`config.mk`:
```
export PLATFORM = sky130hd
export DESIGN_NAME = ptg_top
export DESIGN_NICKNAME = d
export VERILOG_FILES = /design/src/rtl/ptg_pkg.sv /design/src/rtl/ptg_fifo_if.sv /design/src/rtl/ptg_top.sv /design/src/rtl/ptg_fifo.sv
export SDC_FILE = /design/constraint.sdc
export NUM_CORES = 1
export LEC_CHECK = 0
export BUFFER_PORTS_ARGS = -buffer_cell sky130_fd_sc_hd__buf_4
export CAP_MARGIN = 5
export CORE_UTILIZATION = 50
export CTS_CLUSTER_DIAMETER = 150
export CTS_CLUSTER_SIZE = 12
export DETAILED_ROUTE_END_ITERATION = 8
export GPL_TIMING_DRIVEN = 1
export PLACE_DENSITY = 0.75
export SLEW_MARGIN = 20
export SYNTH_ARGS = -nofsm -noshare
export SYNTH_HDL_FRONTEND = slang
export SYNTH_SLANG_ARGS = --single-unit
export TNS_END_PERCENT = 20
```
`constraint.sdc`:
```
create_clock -name CLK_SYS_I -period 10.3 [get_ports CLK_SYS_I]
set_clock_uncertainty 0.1 [all_clocks]
set_input_delay 0.515 -clock CLK_SYS_I [delete_from_list [all_inputs] [get_ports CLK_SYS_I]]
set_output_delay 0.515 -clock CLK_SYS_I [all_outputs]
set_load 0.05 [all_outputs]
```
`src/rtl/ptg_pkg.sv`:
```
// shared constants and types for the prbs generator and checker
package ptg_pkg;
    // pattern selection codes
    typedef enum logic [2:0] {
        PAT_9   = 3'h0,
        PAT_11  = 3'h1,
        PAT_15  = 3'h2,
        PAT_20  = 3'h3,
        PAT_20Z = 3'h4,
        PAT_23  = 3'h5,
        PAT_29  = 3'h6,
        PAT_31  = 3'h7
    } ptg_pat_t;

    // checker state, one-hot
    typedef enum logic [1:0] {
        ST_HUNT = 2'h1,
        ST_SYNC = 2'h2
    } ptg_state_t;

    // register width and seed (all ones, never zero)
    localparam int          GEN_W    = 31;
    localparam logic [30:0] GEN_SEED = 31'h7fffffff;

    // stage counts and second feedback stage per pattern
    localparam logic [4:0] P9_LEN  = 5'h09;
    localparam logic [4:0] P9_TAP  = 5'h05;
    localparam logic [4:0] P11_LEN = 5'h0b;
    localparam logic [4:0] P11_TAP = 5'h09;
    localparam logic [4:0] P15_LEN = 5'h0f;
    localparam logic [4:0] P15_TAP = 5'h0e;
    localparam logic [4:0] P20_LEN = 5'h14;
    localparam logic [4:0] P20_TAP = 5'h03;
    localparam logic [4:0] P20Z_TAP = 5'h11;
    localparam logic [4:0] P23_LEN = 5'h17;
    localparam logic [4:0] P23_TAP = 5'h12;
    localparam logic [4:0] P29_LEN = 5'h1d;
    localparam logic [4:0] P29_TAP = 5'h1b;
    localparam logic [4:0] P31_LEN = 5'h1f;
    localparam logic [4:0] P31_TAP = 5'h1c;

    // zero suppression: look-ahead of 14 stages (stages 6 to 19)
    localparam int ZS_RUN = 14;
    localparam int ZS_LO  = 5;
    localparam int ZS_HI  = 18;

    // time slot grouping and buffer size
    localparam int BYTE_W     = 8;
    localparam int FIFO_DEPTH = 16;

    // loss of sync: bit error ratio 0.20 = 1/5 over 1 s
    localparam int CLK_HZ        = 25_000_000;
    localparam int INTEG_TIME_MS = 1000;
    localparam int INTEG_CYC     = CLK_HZ / 1000 * INTEG_TIME_MS;
    localparam int BER_DEN       = 5;

    // matches needed to gain sync and to call an out-of-phase state
    localparam int SYNC_MATCH  = 64;
    localparam int PHASE_MATCH = 64;
endpackage

```
`src/rtl/ptg_fifo_if.sv`:
```
// valid/ready word stream between generator and buffer
`timescale 1ns/100ps
interface ptg_fifo_if #(parameter int W = 8);
    logic         valid;
    logic         ready;
    logic [W-1:0] data;
    modport src (output valid, output data, input ready);
    modport snk (input valid, input data, output ready);
endinterface

```
`src/rtl/ptg_top.sv`:
```
// prbs test pattern generator and receive checker
// Contract
// - 511: 9 stages, taps 5 and 9
// - 511 starts at first of nine ones
// - 2047: 11 stages, taps 9 and 11
// - 8-bit groups fill consecutive time slots
// - 32767: taps 14 and 15, inverted
// - plain 2^20: taps 3 and 20
// - zero-suppressed 2^20: taps 17 and 20
// - force one when next 14 zero
// - 2^23: taps 18 and 23, inverted
// - 2^29: taps 27 and 29, inverted
// - 2^31: taps 28 and 31, inverted
// - two 20-stage patterns kept distinct
// - error ratio 0.20 in 1 s loses sync
// - out-of-phase error pattern loses sync
// - pause sequence during frame alignment bits
`timescale 1ns/100ps
module ptg_top
    import ptg_pkg::*;
#(
    parameter int INTEG_CYCLES = INTEG_CYC,
    parameter int DEPTH        = FIFO_DEPTH
) (
    input  wire logic              CLK_SYS_I,
    input  wire logic              RESET_N_I,
    input  wire logic [2:0]        PAT_SEL_I,
    input  wire logic              BIT_EN_I,
    input  wire logic              FRAME_ALIGN_I,
    input  wire logic              FRAME_ALIGN_BIT_I,
    output logic                   TX_BIT_O,
    output logic                   TX_VALID_O,
    output logic [BYTE_W-1:0]      SLOT_BYTE_O,
    output logic                   SLOT_VALID_O,
    input  wire logic              SLOT_READY_I,
    input  wire logic              RX_BIT_I,
    input  wire logic              RX_VALID_I,
    output logic                   SYNC_O,
    output logic                   ERR_O,
    output logic                   LOSS_O,
    output logic [31:0]            ERR_CNT_O
);
    ptg_pat_t          sel_r;
    ptg_state_t        state_r;
    logic [GEN_W-1:0]  gen_q_r;
    logic [GEN_W-1:0]  ref_q_r;
    logic [GEN_W-1:0]  eh_r;
    logic [ZS_RUN-1:0] dly_r;
    logic [4:0]        len;
    logic [4:0]        tap;
    logic              inv;
    logic              zs;
    logic              reload;
    logic              adv;
    logic              gen_fb;
    logic              gen_out;
    logic [BYTE_W-2:0] pack_r;
    logic [2:0]        pcnt_r;
    logic              rx_raw;
    logic              pred;
    logic              chk_out;
    logic              rx_cmp;
    logic              mism;
    logic              ph_ok;
    logic [6:0]        mcnt_r;
    logic [6:0]        pcnt_ph_r;
    logic [31:0]       win_r;
    logic [31:0]       bits_r;
    logic [31:0]       errs_r;
    logic              win_end;
    logic              ber_loss;
    logic              ph_loss;
    logic              lose;
    ptg_fifo_if #(.W(BYTE_W)) f_in ();
    ptg_fifo_if #(.W(BYTE_W)) f_out ();

    // pattern decode: stage count, second tap, inversion
    always_comb begin
        len = P9_LEN;
        tap = P9_TAP;
        inv = 1'b0;
        zs  = 1'b0;
        case (sel_r)
            PAT_9: begin
                len = P9_LEN;
                tap = P9_TAP;
            end
            PAT_11: begin
                len = P11_LEN;
                tap = P11_TAP;
            end
            PAT_15: begin
                len = P15_LEN;
                tap = P15_TAP;
                inv = 1'b1;
            end
            PAT_20: begin
                len = P20_LEN;
                tap = P20_TAP;
            end
            PAT_20Z: begin
                len = P20_LEN;
                tap = P20Z_TAP;
                zs  = 1'b1;
            end
            PAT_23: begin
                len = P23_LEN;
                tap = P23_TAP;
                inv = 1'b1;
            end
            PAT_29: begin
                len = P29_LEN;
                tap = P29_TAP;
                inv = 1'b1;
            end
            PAT_31: begin
                len = P31_LEN;
                tap = P31_TAP;
                inv = 1'b1;
            end
        endcase
    end

    // selection register; a change reloads both shift registers
    always_ff @(posedge CLK_SYS_I or negedge RESET_N_I) begin
        if (!RESET_N_I) begin
            sel_r <= PAT_9;
        end else begin
            sel_r <= ptg_pat_t'(PAT_SEL_I);
        end
    end
    assign reload = (PAT_SEL_I != sel_r);

    // generator feedback and output
    assign adv     = BIT_EN_I & ~FRAME_ALIGN_I & f_in.ready & ~reload;
    assign gen_fb  = gen_q_r[len-1] ^ gen_q_r[tap-1];
    assign gen_out = zs ? (gen_q_r[len-1] | ~|gen_q_r[ZS_HI:ZS_LO])
                        : (gen_q_r[len-1] ^ inv);

    // generator shift register, seeded with all ones
    always_ff @(posedge CLK_SYS_I or negedge RESET_N_I) begin
        if (!RESET_N_I) begin
            gen_q_r <= GEN_SEED;
        end else if (reload) begin
            gen_q_r <= GEN_SEED;
        end else if (adv) begin
            gen_q_r <= {gen_q_r[GEN_W-2:0], gen_fb};
        end
    end

    // serial output; frame alignment bits take the place of the sequence
    always_ff @(posedge CLK_SYS_I or negedge RESET_N_I) begin
        if (!RESET_N_I) begin
            TX_BIT_O   <= 1'b0;
            TX_VALID_O <= 1'b0;
        end else if (BIT_EN_I && FRAME_ALIGN_I) begin
            TX_BIT_O   <= FRAME_ALIGN_BIT_I;
            TX_VALID_O <= 1'b1;
        end else if (adv) begin
            TX_BIT_O   <= gen_out;
            TX_VALID_O <= 1'b1;
        end else begin
            TX_VALID_O <= 1'b0;
        end
    end

    // pack consecutive bits into slot bytes, first bit in the msb
    always_ff @(posedge CLK_SYS_I or negedge RESET_N_I) begin
        if (!RESET_N_I) begin
            pack_r <= '0;
            pcnt_r <= '0;
        end else if (reload) begin
            pcnt_r <= '0;
        end else if (adv) begin
            pack_r <= {pack_r[BYTE_W-3:0], gen_out};
            pcnt_r <= pcnt_r + 1'b1;
        end
    end
    assign f_in.valid = adv & (pcnt_r == 3'h7);
    assign f_in.data  = {pack_r, gen_out};

    ptg_fifo #(.W(BYTE_W), .D(DEPTH)) u_fifo (
        .clk_i   (CLK_SYS_I),
        .rst_n_i (RESET_N_I),
        .wr      (f_in),
        .rd      (f_out)
    );

    // slot output stage
    assign f_out.ready = ~SLOT_VALID_O | SLOT_READY_I;
    always_ff @(posedge CLK_SYS_I or negedge RESET_N_I) begin
        if (!RESET_N_I) begin
            SLOT_VALID_O <= 1'b0;
            SLOT_BYTE_O  <= '0;
        end else if (f_out.ready) begin
            SLOT_VALID_O <= f_out.valid;
            SLOT_BYTE_O  <= f_out.data;
        end
    end

    // checker reference: recurrence on the received stream
    assign rx_raw  = RX_BIT_I ^ inv;
    assign pred    = ref_q_r[len-1] ^ ref_q_r[tap-1];
    assign chk_out = zs ? (ref_q_r[ZS_RUN-1] | ~|{ref_q_r[ZS_RUN-2:0], pred}) : pred;
    assign rx_cmp  = zs ? dly_r[ZS_RUN-1] : rx_raw;
    assign mism    = rx_cmp ^ chk_out;
    assign ph_ok   = (mism == (eh_r[len-1] ^ eh_r[tap-1])) & (|eh_r);
    // reference register: loads from line while hunting, free runs in sync
    always_ff @(posedge CLK_SYS_I or negedge RESET_N_I) begin
        if (!RESET_N_I) begin
            ref_q_r <= GEN_SEED;
            dly_r   <= '0;
        end else if (reload) begin
            ref_q_r <= GEN_SEED;
        end else if (RX_VALID_I) begin
            dly_r   <= {dly_r[ZS_RUN-2:0], RX_BIT_I};
            ref_q_r <= {ref_q_r[GEN_W-2:0], (state_r == ST_HUNT) ? rx_raw : pred};
        end
    end
    // one second integration window
    assign win_end  = (win_r == 32'(INTEG_CYCLES - 1));
    assign ber_loss = win_end && (bits_r != '0)
                      && (35'(errs_r) * 35'(BER_DEN) >= 35'(bits_r));
    assign ph_loss  = RX_VALID_I && ph_ok && (pcnt_ph_r == 7'(PHASE_MATCH - 1));
    assign lose     = (state_r == ST_SYNC) && (ber_loss || ph_loss);
    always_ff @(posedge CLK_SYS_I or negedge RESET_N_I) begin
        if (!RESET_N_I) begin
            win_r  <= '0;
            bits_r <= '0;
            errs_r <= '0;
        end else if (win_end || lose || reload) begin
            win_r  <= '0;
            bits_r <= '0;
            errs_r <= '0;
        end else begin
            win_r <= win_r + 1'b1;
            if (RX_VALID_I && state_r == ST_SYNC) begin
                bits_r <= bits_r + 1'b1;
                errs_r <= errs_r + 32'(mism);
            end
        end
    end

    // error history for out-of-phase detection
    always_ff @(posedge CLK_SYS_I or negedge RESET_N_I) begin
        if (!RESET_N_I) begin
            eh_r      <= '0;
            pcnt_ph_r <= '0;
        end else if (reload || state_r != ST_SYNC || lose) begin
            eh_r      <= '0;
            pcnt_ph_r <= '0;
        end else if (RX_VALID_I) begin
            eh_r      <= {eh_r[GEN_W-2:0], mism};
            pcnt_ph_r <= ph_ok ? pcnt_ph_r + 1'b1 : '0;
        end
    end

    // sync state machine
    always_ff @(posedge CLK_SYS_I or negedge RESET_N_I) begin
        if (!RESET_N_I) begin
            state_r <= ST_HUNT;
            mcnt_r  <= '0;
        end else if (reload) begin
            state_r <= ST_HUNT;
            mcnt_r  <= '0;
        end else begin
            case (state_r)
                ST_HUNT: begin
                    if (RX_VALID_I) begin
                        if (mism || !(|ref_q_r)) begin
                            mcnt_r <= '0;
                        end else if (mcnt_r == 7'(SYNC_MATCH - 1)) begin
                            state_r <= ST_SYNC;
                            mcnt_r  <= '0;
                        end else begin
                            mcnt_r <= mcnt_r + 1'b1;
                        end
                    end
                end
                ST_SYNC: begin
                    if (lose) begin
                        state_r <= ST_HUNT;
                    end
                end
                default: begin
                    state_r <= ST_HUNT;
                end
            endcase
        end
    end

    // status outputs and saturating error count
    always_ff @(posedge CLK_SYS_I or negedge RESET_N_I) begin
        if (!RESET_N_I) begin
            SYNC_O    <= 1'b0;
            ERR_O     <= 1'b0;
            LOSS_O    <= 1'b0;
            ERR_CNT_O <= '0;
        end else begin
            SYNC_O <= (state_r == ST_SYNC) && !lose && !reload;
            LOSS_O <= lose;
            ERR_O  <= RX_VALID_I && (state_r == ST_SYNC) && mism && !reload;
            if (reload) begin
                ERR_CNT_O <= '0;
            end else if (RX_VALID_I && state_r == ST_SYNC && mism && ~&ERR_CNT_O) begin
                ERR_CNT_O <= ERR_CNT_O + 1'b1;
            end
        end
    end
endmodule // ptg_top

```
`src/rtl/ptg_fifo.sv`:
```
// synchronous fifo with valid and ready on both sides
`timescale 1ns/100ps
module ptg_fifo #(
    parameter int W = 8,
    parameter int D = 16
) (
    input  wire logic clk_i,
    input  wire logic rst_n_i,
    ptg_fifo_if.snk   wr,
    ptg_fifo_if.src   rd
);
    localparam int AW = $clog2(D);

    logic [W-1:0] mem_r [D];
    logic [AW-1:0] wp_r;
    logic [AW-1:0] rp_r;
    logic [AW:0]   cnt_r;
    logic          push;
    logic          pop;

    // honest full and empty from the fill count
    assign wr.ready = (cnt_r != (AW+1)'(D));
    assign rd.valid = (cnt_r != '0);
    assign rd.data  = mem_r[rp_r];
    assign push     = wr.valid & wr.ready;
    assign pop      = rd.valid & rd.ready;

    // storage
    always_ff @(posedge clk_i) begin
        if (push) begin
            mem_r[wp_r] <= wr.data;
        end
    end

    // pointers and count
    always_ff @(posedge clk_i or negedge rst_n_i) begin
        if (!rst_n_i) begin
            wp_r  <= '0;
            rp_r  <= '0;
            cnt_r <= '0;
        end else begin
            if (push) begin
                wp_r <= (wp_r == AW'(D-1)) ? '0 : wp_r + 1'b1;
            end
            if (pop) begin
                rp_r <= (rp_r == AW'(D-1)) ? '0 : rp_r + 1'b1;
            end
            if (push && !pop) begin
                cnt_r <= cnt_r + 1'b1;
            end else if (pop && !push) begin
                cnt_r <= cnt_r - 1'b1;
            end
        end
    end
endmodule // ptg_fifo

```
**Word level (Yosys, flattened, before mapping)**

Memory sizes are Yosys's and may differ from the RTL's. A register that Yosys moved wholly into a read port is not among the register bits.
Cells that the tools add are included.

- Mux-type cells: 59
- Reductions and logical operators: 51
- Order comparisons: 3
- Add/subtract/negate cells: 13
- Bitwise operators: 19
- Multiply operators: 1
- Equal/unequal tests: 23

Operators by type and width:

| kind | count |
|---|---|
| two-way mux 32 bit | 7 |
| two-way mux 31 bit | 6 |
| adder 32 x 1 -> 32 bit (second input constant) | 3 |
| < comparator 32 x 6 -> 1 bit (second input constant) | 2 |
| OR reduction 31 bit | 2 |
| two-way mux 7 bit | 8 |
| case mux 5 bit (8 select lines) | 1 |
| greater-or-equal comparator 35 x 32 -> 1 bit | 1 |
| multiplier 32 x 3 -> 35 bit (second input constant) | 1 |
| case mux 5 bit (7 select lines) | 1 |
| adder 32 x 1 -> 32 bit | 1 |
| == test 32 x 25 -> 1 bit (second input constant) | 1 |
| AND reduction 32 bit | 1 |
| nonzero test 32 bit | 1 |
| binary-select mux 1 bit (select 5 bit) | 6 |
| OR reduction 14 bit | 2 |
| two-way mux 1 bit | 18 |
| nonzero test 2 bit | 8 |
| == test 3 bit (second input constant) | 5 |
| adder 7 x 1 -> 7 bit (second input constant) | 2 |
| == test 7 x 6 -> 1 bit (second input constant) | 2 |
| logical AND 1 bit | 14 |
| subtractor 5 x 1 -> 6 bit (second input constant) | 2 |
| two-way mux 2 bit | 5 |
| 31 further kinds | 69 |

- Logic and storage cells: 193
- Output and inout port bits: 46
- Input bits: 11
- Memories: 1
- Register bits after elaboration: 283
- Memory bits (writable): 128

Memories:

| memory | words | bits a word | read ports | clocked after memory_dff | write ports | line | RTL |
|---|---|---|---|---|---|---|---|
| u_fifo.mem_r | 16 | 8 | 1 | 1 | 1 | ptg_fifo.sv:14 | `logic [W-1:0] mem_r [D];` |

**Logic depth before layout (Yosys ltp)**

Gate-level depths: netlist (run 1).

- Depth in word-level cells: 21
- Gate-level depth with buffers: 28
- Gate-level depth less buffers: 25

**By module**

From an unflattened synthesis (run 1), not the netlist that was laid out.

- Cells, all modules: 2243
- Area, all modules: 23578.9 µm²

Modules (own cells, without submodules):

| module | cells each | area an instance (µm²) | sequential area each (µm²) | times used |
|---|---|---|---|---|
| ptg_top | 1915 | 17767.0 | 7035.5 | 1 |
| ptg_fifo | 328 | 5811.8 | 4169.0 | 1 |

**Least setup slack after synthesis (run 1)**

Ideal clock, no wire load.

- Path kind: register to register
- From: reg sel_r[2]
- To: reg errs_r[31]
- Data required time: 10064 ps
- Clock period less this slack: 5337 ps
- Library setup time: 136 ps
- Arrival time: 5101 ps
- Stages on the path, launching flop included: 27
- Setup slack: 4963 ps
- Path buffers: 6
- Cells stage by stage: dfrtp_1 -> buf_2 -> clkbuf_1 -> buf_1 -> buf_1 -> o21ai_0 -> and2_1 -> ha_1 -> clkbuf_1 -> a31o_2 -> o22ai_1 -> o21ai_1 -> nor2_1 -> mux2_1 -> o31a_1 -> buf_4 -> inv_2 -> ha_1 -> nand4_1 -> nor2_1 -> and3_1 -> nand2b_1 -> nor2_1 -> nand4_1 -> nor3_1 -> xnor2_1 -> nor3_1

- Word-level cells in the longest chain between the ends: 21
- Elaborated cells between the ends (all ways): 46
- Classes of those cells: 3 x add/sub; 9 x eq/ne; 16 x mux; 6 x bitwise; 12 x reduce/logical

RTL lines:

| element | line | RTL |
|---|---|---|
| from (decl) | ptg_top.sv:43 | `ptg_pat_t sel_r;` |
| from (signal assigned) | ptg_top.sv:129 | `sel_r <= ptg_pat_t'(PAT_SEL_I);` |
| branches (longest 21 deep; another with subtractor 5 x 1 -> 6 bit) | n/a |  |
| to (signal assigned) | ptg_top.sv:239 | `errs_r <= errs_r + 32'(mism);` |
| to (decl) | ptg_top.sv:69 | `logic [31:0] errs_r;` |

Several ways; the timed one is not identified. The select of a mux whose other input is x is not followed.
A chain may end at the register's enable or synchronous reset.

**Final worst setup path (run 1)**

Same ends and word-level chain as after synthesis.

==> flow_summary.toml, run 1 <==
[clock_network]
cts_tree = "done"
cts_made_buffers = 40
path_clk_slew_ps = 70
cts.sinks = 419
cts-htree-levels = 2
cts_setup_buffers = 0
root_buffer = "clkbuf_16"
clk_path_buf_depth = 3
clock_latency_ps = 600
hold_buffers = 4
cts_resized = 0

[cells_and_area]
nNetsFinal = 2309
design_area_um2 = 25300
drive_gt1_frac = 0.134
areaGrowthSynthToFinish_pct = 9.13
num-fill-cells = 3848
num_antenna_cells = 0
final_cells = 2808

[logic_synthesis]
ys.flop_type = "dfrtp_1"
synthArstFlopShare = 0.695
synth_xor_area_frac = 0.0615
syn_nets = 2287
synthTopCellsByArea = "dfrtp_1 (25%), edfxtp_1 (17%), dfstp_2 (7.1%), ha_1 (6.1%), mux2i_1 (4.9%)"
synth_compound_area_frac = 0.0877
yosysTopAreaCell = "dfrtp_1"
synthSimpleGateAreaFrac = 0.177
synth_common_cells = "dfrtp_1 (228), nand2_1 (218), nor2_1 (150)"
postSynthCellCount = 2161
synth_top_family_by_area = "simple AND/OR/NAND/NOR gates"
synth-seq-cells = 419
yosysMostFrequentCell = "dfrtp_1"
yosys.area_share.adder = 0.0627
synth_warnings = 0
synth.distinct_cells = 78
synth_edf_count = 128
synth_top_cell_area_share = 0.246
yosys-mux-area-fraction = 0.0978
syn-cell-area_um2 = 23200
syn_avg_cell_area_um2 = 10.7
seq_area_frac_synth = 0.483

[timing]
slew_headroom = 0.342
tns_ps = 0
min_period_ps = 6940
finalHoldViolCount = 0
drv_slew = 0
worst_slew_pin_slew_ps = 987
rsz0062_at_grt = "no"
finalCritPeriodShare = 0.673
setup_viol = 0
fmax_mhz = 144

[power]
p_leak_nw = 10.4
worst_ir_drop_vdd_v = 0.000134
p_per_area_nw_per_um2 = 155

[critical_path]
r2r_setup_slack_ps = 3360
timing.rr.end = "errs_r[31]"
path_class = "flop to flop"
worstPathArrival_ps = 7250
end_kind = "flop"
cp-start-kind = "flop"
reg2regPathDepth = 24
required_ps = 10620
critPathMaxFanout = 36
max_stage_delay_ps = 790
path_cells = "buf_4 -> or3b_4 -> and2_4 -> inv_2 -> ha_1 -> and4_1 -> a211o_1 -> mux4_2 -> o211a_1 -> nand2_2 -> mux2_1 -> o31a_1 -> buf_4 -> inv_2 -> ha_1 -> nand4_1 -> nor2_1 -> and3_1 -> nand2b_1 -> nor2_1 -> nand4_1 -> nor3_1 -> xnor2_1 -> nor3_1"
cpMaxStageDelayCell = "ha_1"
r2r-start = "sel_r[2]"

[die]
dieArea_um2 = 47200
io_pins = 57
start_util = 0.509
num_rows = 78
die_h_um = 217
die_x_um = 217
coreArea_um2 = 45600

[routing]
dr.pass1.iters = 5
routedWlPerCell_um = 17.8
routed_via_density = 5.88
wl_met3_um = 2040
ant_nets = 0
drc = 0
drt_iter0_drc = 1176
top_layer_used = "met4"
wl_um = 50100
met2_length_um = 24200
vias = 16500
met1_length_um = 23000

[place]
place_area_um2 = 24100
dp_hpwl_um = 33300
dp_cells = 2737
routabilityCongestion = 0.893
io_buffers = 56

[global_routing]
antenna_found_initial = 0
first_global_vias = 16700
grt_overflow = 0
track_usage = 0.217
grt_pass1_wl_um = 84600
grt_max_degree = 104

[min_path]
min_to = "TX_BIT_O"
hold_path.class = "input pin to flop"
hp-start = "FRAME_ALIGN_BIT_I"
worstHoldPathCells = 2

[outcome]
status = "finished, final reports clean"

[job]
max-cap-violations = 0
-- flip-flops by register name, indices dropped and copies added, names as in the netlist, 2 cells and up --
signal / cells
u_fifo.mem_r: 128
ERR_CNT_O: 32
bits_r: 32
errs_r: 32
win_r: 32
eh_r: 31
gen_q_r: 31
ref_q_r: 31
dly_r: 14
SLOT_BYTE_O: 8
mcnt_r: 7
pack_r: 7
pcnt_ph_r: 7
u_fifo.cnt_r: 5
u_fifo.rp_r: 4
u_fifo.wp_r: 4
pcnt_r: 3
sel_r: 3
state_r: 2
-- how the worst max path moves through the flow --
stage	from	to	slack [ps]
global placement	sel_r[2]	errs_r[31]	3590
detailed placement	sel_r[2]	errs_r[31]	3410
global route	sel_r[2]	errs_r[31]	2910
CTS	sel_r[2]	errs_r[31]	3440
floorplan	sel_r[2]	errs_r[31]	4960
finish	sel_r[2]	errs_r[31]	3360
-- per-layer routing --
metal / track usage / vias up
met2: 0.363 / 330
met3: 0.0314 / 68
met5: 0 / -
met4: 0.0514 / 0
li1: - / 7908
met1: 0.298 / 8205
-- report_power, final --
group          internal (W)  total [W]  switching [W]
combinational      0.000259   0.000670       0.000411
sequential          0.00180    0.00189      0.0000897
clock              0.000733    0.00137       0.000639
total               0.00279    0.00393        0.00114
-- layout by cell type (no fill, tap or decap), types with 7 or more instances in the layout --
master / instances
a211oi_1: 16
a21o_1: 28
a21oi_1: 64
a31oi_1: 8
and2_1: 22
and3_1: 32
and4_1: 13
buf_4: 74
clkbuf_1: 24
clkbuf_16: 40
dfrtp_1: 227
dfstp_2: 63
edfxtp_1: 128
ha_1: 113
inv_1: 67
mux2_2: 35
mux2i_1: 113
mux4_2: 31
nand2_1: 218
nand2b_1: 17
nand3_1: 100
nand4_1: 35
nor2_1: 150
nor2b_1: 21
nor3_1: 99
nor3_2: 23
nor3b_1: 15
nor4_1: 33
o211ai_1: 13
o21a_1: 11
o21ai_0: 49
o21bai_1: 7
o221ai_1: 31
o22ai_1: 15
or3_1: 8
xnor2_1: 117
xor2_1: 44
-- critical path, delay by kind of cell (launching register included) --
family | cells | cell delay, ps
buffers and inverters | 4 | 770
muxes | 2 | 710
xor gates and xnor gates | 1 | 160
adders and majority gates | 2 | 960
DFF | 1 | 360
AOI/OAI and AO/OA | 3 | 990
and+or+nand+nor | 12 | 2690
-- layout make-up --
cell class / instances / area (µm²) / share of cell area
Sequential cell: 419 / 11200 / 0.443
Clock inverter: 3 / 76.3 / 0.00302
Timing Repair Buffer: 79 / 611 / 0.0241
Inverter: 73 / 274 / 0.0108
Tap cell: 600 / 751 / 0.0297
Clock buffer: 64 / 1090 / 0.0431
Multi-Input combinational cell: 1570 / 11300 / 0.446
-- through the flow --
stage	setup slack (ps)	power, W	hold WS, ps	util
finish	3360	0.00393	104	0.555
global route	2910	0.00410	82.6	0.555
CTS	3440	0.00397	72.5	0.555
detailed placement	3410	0.00259	369	0.529
global placement	3590	0.00257	366	0.529
floorplan	4960	0.00240	119	-
-- cell families (layout without fill, tap and decap cells) --
family / count (synthesis) / count (layout)
AOI/OAI and AO/OA: 297 / 297
xor gates and xnor gates: 162 / 162
adders and majority gates: 115 / 115
buffers and inverters: 172 / 219
DFF: 419 / 419
muxes: 182 / 182
and+or+nand+nor: 814 / 814
Note: power is estimated with default switching activity, not from simulation.
==> inputs of run 2 (changes only) <==
Settings changed: PLACE_DENSITY 0.75 to 0.78.
Clock period 10.3 ns to 5.85 ns, I/O delays scaled along.
==> run 2 against run 1 <==
Net effect: total power grew 76%; worst hold slack lost 56 ps; die area is the same.
==> flow_summary.toml, run 2 (synthesis gave the netlist of run 1 again) <==
[cells_and_area]
num-fill-cells = 3701
final_cells = 2832
finish.utilization = 0.561
num_antenna_cells = 0
top_register = "u_fifo.mem_r"
design_area_um2 = 25600
seqCellArea_um2 = 11200
largest_register_ffs = 128
areaGrowthSynthToFinish_pct = 10.3
drive_gt1_frac = 0.145
final_common_cell = "dfrtp_1"
multiInputGateArea_um2 = 11300
mostFrequentLayoutCells = "dfrtp_1 (227), nand2_1 (218), nor2_1 (150)"
nNetsFinal = 2331

[timing]
finalCritPeriodShare = 0.946
fmax_mhz = 181
min_period_ps = 5540
slew_headroom = 0.352
setup_viol = 0
worst_slew_pin_slew_ps = 972
drv_slew = 0
finalHoldViolCount = 0

[clock_network]
clk_path_buf_depth = 3
cts_tree = "done"
cts_made_buffers = 40
cts.sinks = 419
clock_latency_ps = 580
path_clk_slew_ps = 60
root_buffer = "clkbuf_16"
cts-htree-levels = 2

[routing]
routedWlPerCell_um = 17.9
vias = 16900
ant_nets = 0
wl_um = 50600
routed_via_density = 5.95
drt_iter0_drc = 1266
drc = 0
dr.pass1.iters = 6

[critical_path]
r2r-start = "errs_r[10]"
path_class = "flop to flop"
cp-start-kind = "flop"
end_kind = "flop"
required_ps = 6210
critPathMaxFanout = 30
crit_start = "errs_r[10]"
worstPathArrival_ps = 5900

[die]
dieArea_um2 = 47200
start_util = 0.509
die_h_um = 217
num_rows = 78
die_x_um = 217
coreArea_um2 = 45600
io_pins = 57

[min_path]
hold_path.class = "input pin to flop"
hp-start = "FRAME_ALIGN_I"

[outcome]
status = "finished, final reports clean"

[job]
max-cap-violations = 0

[place]
io_buffers = 56
dp_hpwl_um = 34100
place_area_um2 = 24300
dp_cells = 2753
routabilityCongestion = 0.905

[power]
p_per_area_nw_per_um2 = 271
worst_ir_drop_vdd_v = 0.000333
p_leak_nw = 10.6

[global_routing]
track_usage = 0.217
grt_max_degree = 143
grt_overflow = 0
antenna_found_initial = 1
first_global_vias = 16700
grt_pass1_wl_um = 84300
## run 2: changes by cell type in the layout (fill, tap and decap cells not counted), sizes merged
cell	delta
inv	+1
buf	+18
clkbuf	+3
dlygate4sd3	+3
clkinv	-1
## run 2: repair_timing
item / CTS / global route
gates resized for setup: 0 / 16
endpoints found under the setup margin: 0 / 137
buffers inserted: 0 / 1
hold endpoints to repair: 55 / 0
hold buffers: 7 / 0
## run 2: routing by layer
| metal | track usage | vias up | routed length [µm] |
|---|---|---|---|
| met5 | 0 | - | 0 |
| met4 | 0.0575 | 0 | 994 |
| met3 | 0.0363 | 75 | 2490 |
| met2 | 0.367 | 448 | 25000 |
| met1 | 0.290 | 8370 | 22100 |
| li1 | - | 7961 | - |
## run 2: worst paths after layout
check	to	slack (ps)	depth (start not counted)
setup reg to reg	bits_r[21]	310	23
min in group asynchronous	dly_r[7]	180	2
setup / recovery	bits_r[21]	310	23
hold reg to reg	SLOT_BYTE_O[6]	380	2
max in group asynchronous	u_fifo.rp_r[0]	4060	3
hold / removal	TX_VALID_O	50	3
## run 2: area by class of cell
class                   instances  share of cell area
clock buffers                  66              0.0429
repair buffers                101              0.0329
inverters                      73              0.0107
clock inverters                 3             0.00259
flip-flops and latches        419               0.438
well taps                     600              0.0293
multi-input cells            1570               0.443
## run 2: report_power, final
part,internal [W],total [W],switching (W)
sequential,0.00317,0.00335,0.000182
combinational,0.000471,0.00118,0.000706
clock,0.00129,0.00241,0.00111
total,0.00493,0.00693,0.00200
## run 2: metrics by stage
step,setup TNS (ps),hold WS [ps],power [W],worst slack [ps]
finish,0,48.4,0.00693,313
CTS,0,22.2,0.00699,137
detailed placement,0,229,0.00457,150
global route,-2.97,36.1,0.00723,-1.81
global placement,0,222,0.00452,388
floorplan,0,-103,0.00422,513
## run 2: worst max-delay path, cell delays in order, from the launching register on
cell and delay, ps:
dfrtp_1 440, ha_1 330, ha_1 370, and4_1 260, and3_1 220, o211a_1 140, o31ai_2 250, buf_4 190
nor2b_1 210, o21bai_1 100, a21oi_1 190, xnor2_1 160, ha_1 280, a21o_1 170, a21o_1 180, a21o_1 180
o21bai_1 120, a21oi_1 100, a211oi_2 260, o2111ai_2 240, nand4_1 260, o311ai_4 250, buf_12 250, nor3_1 210
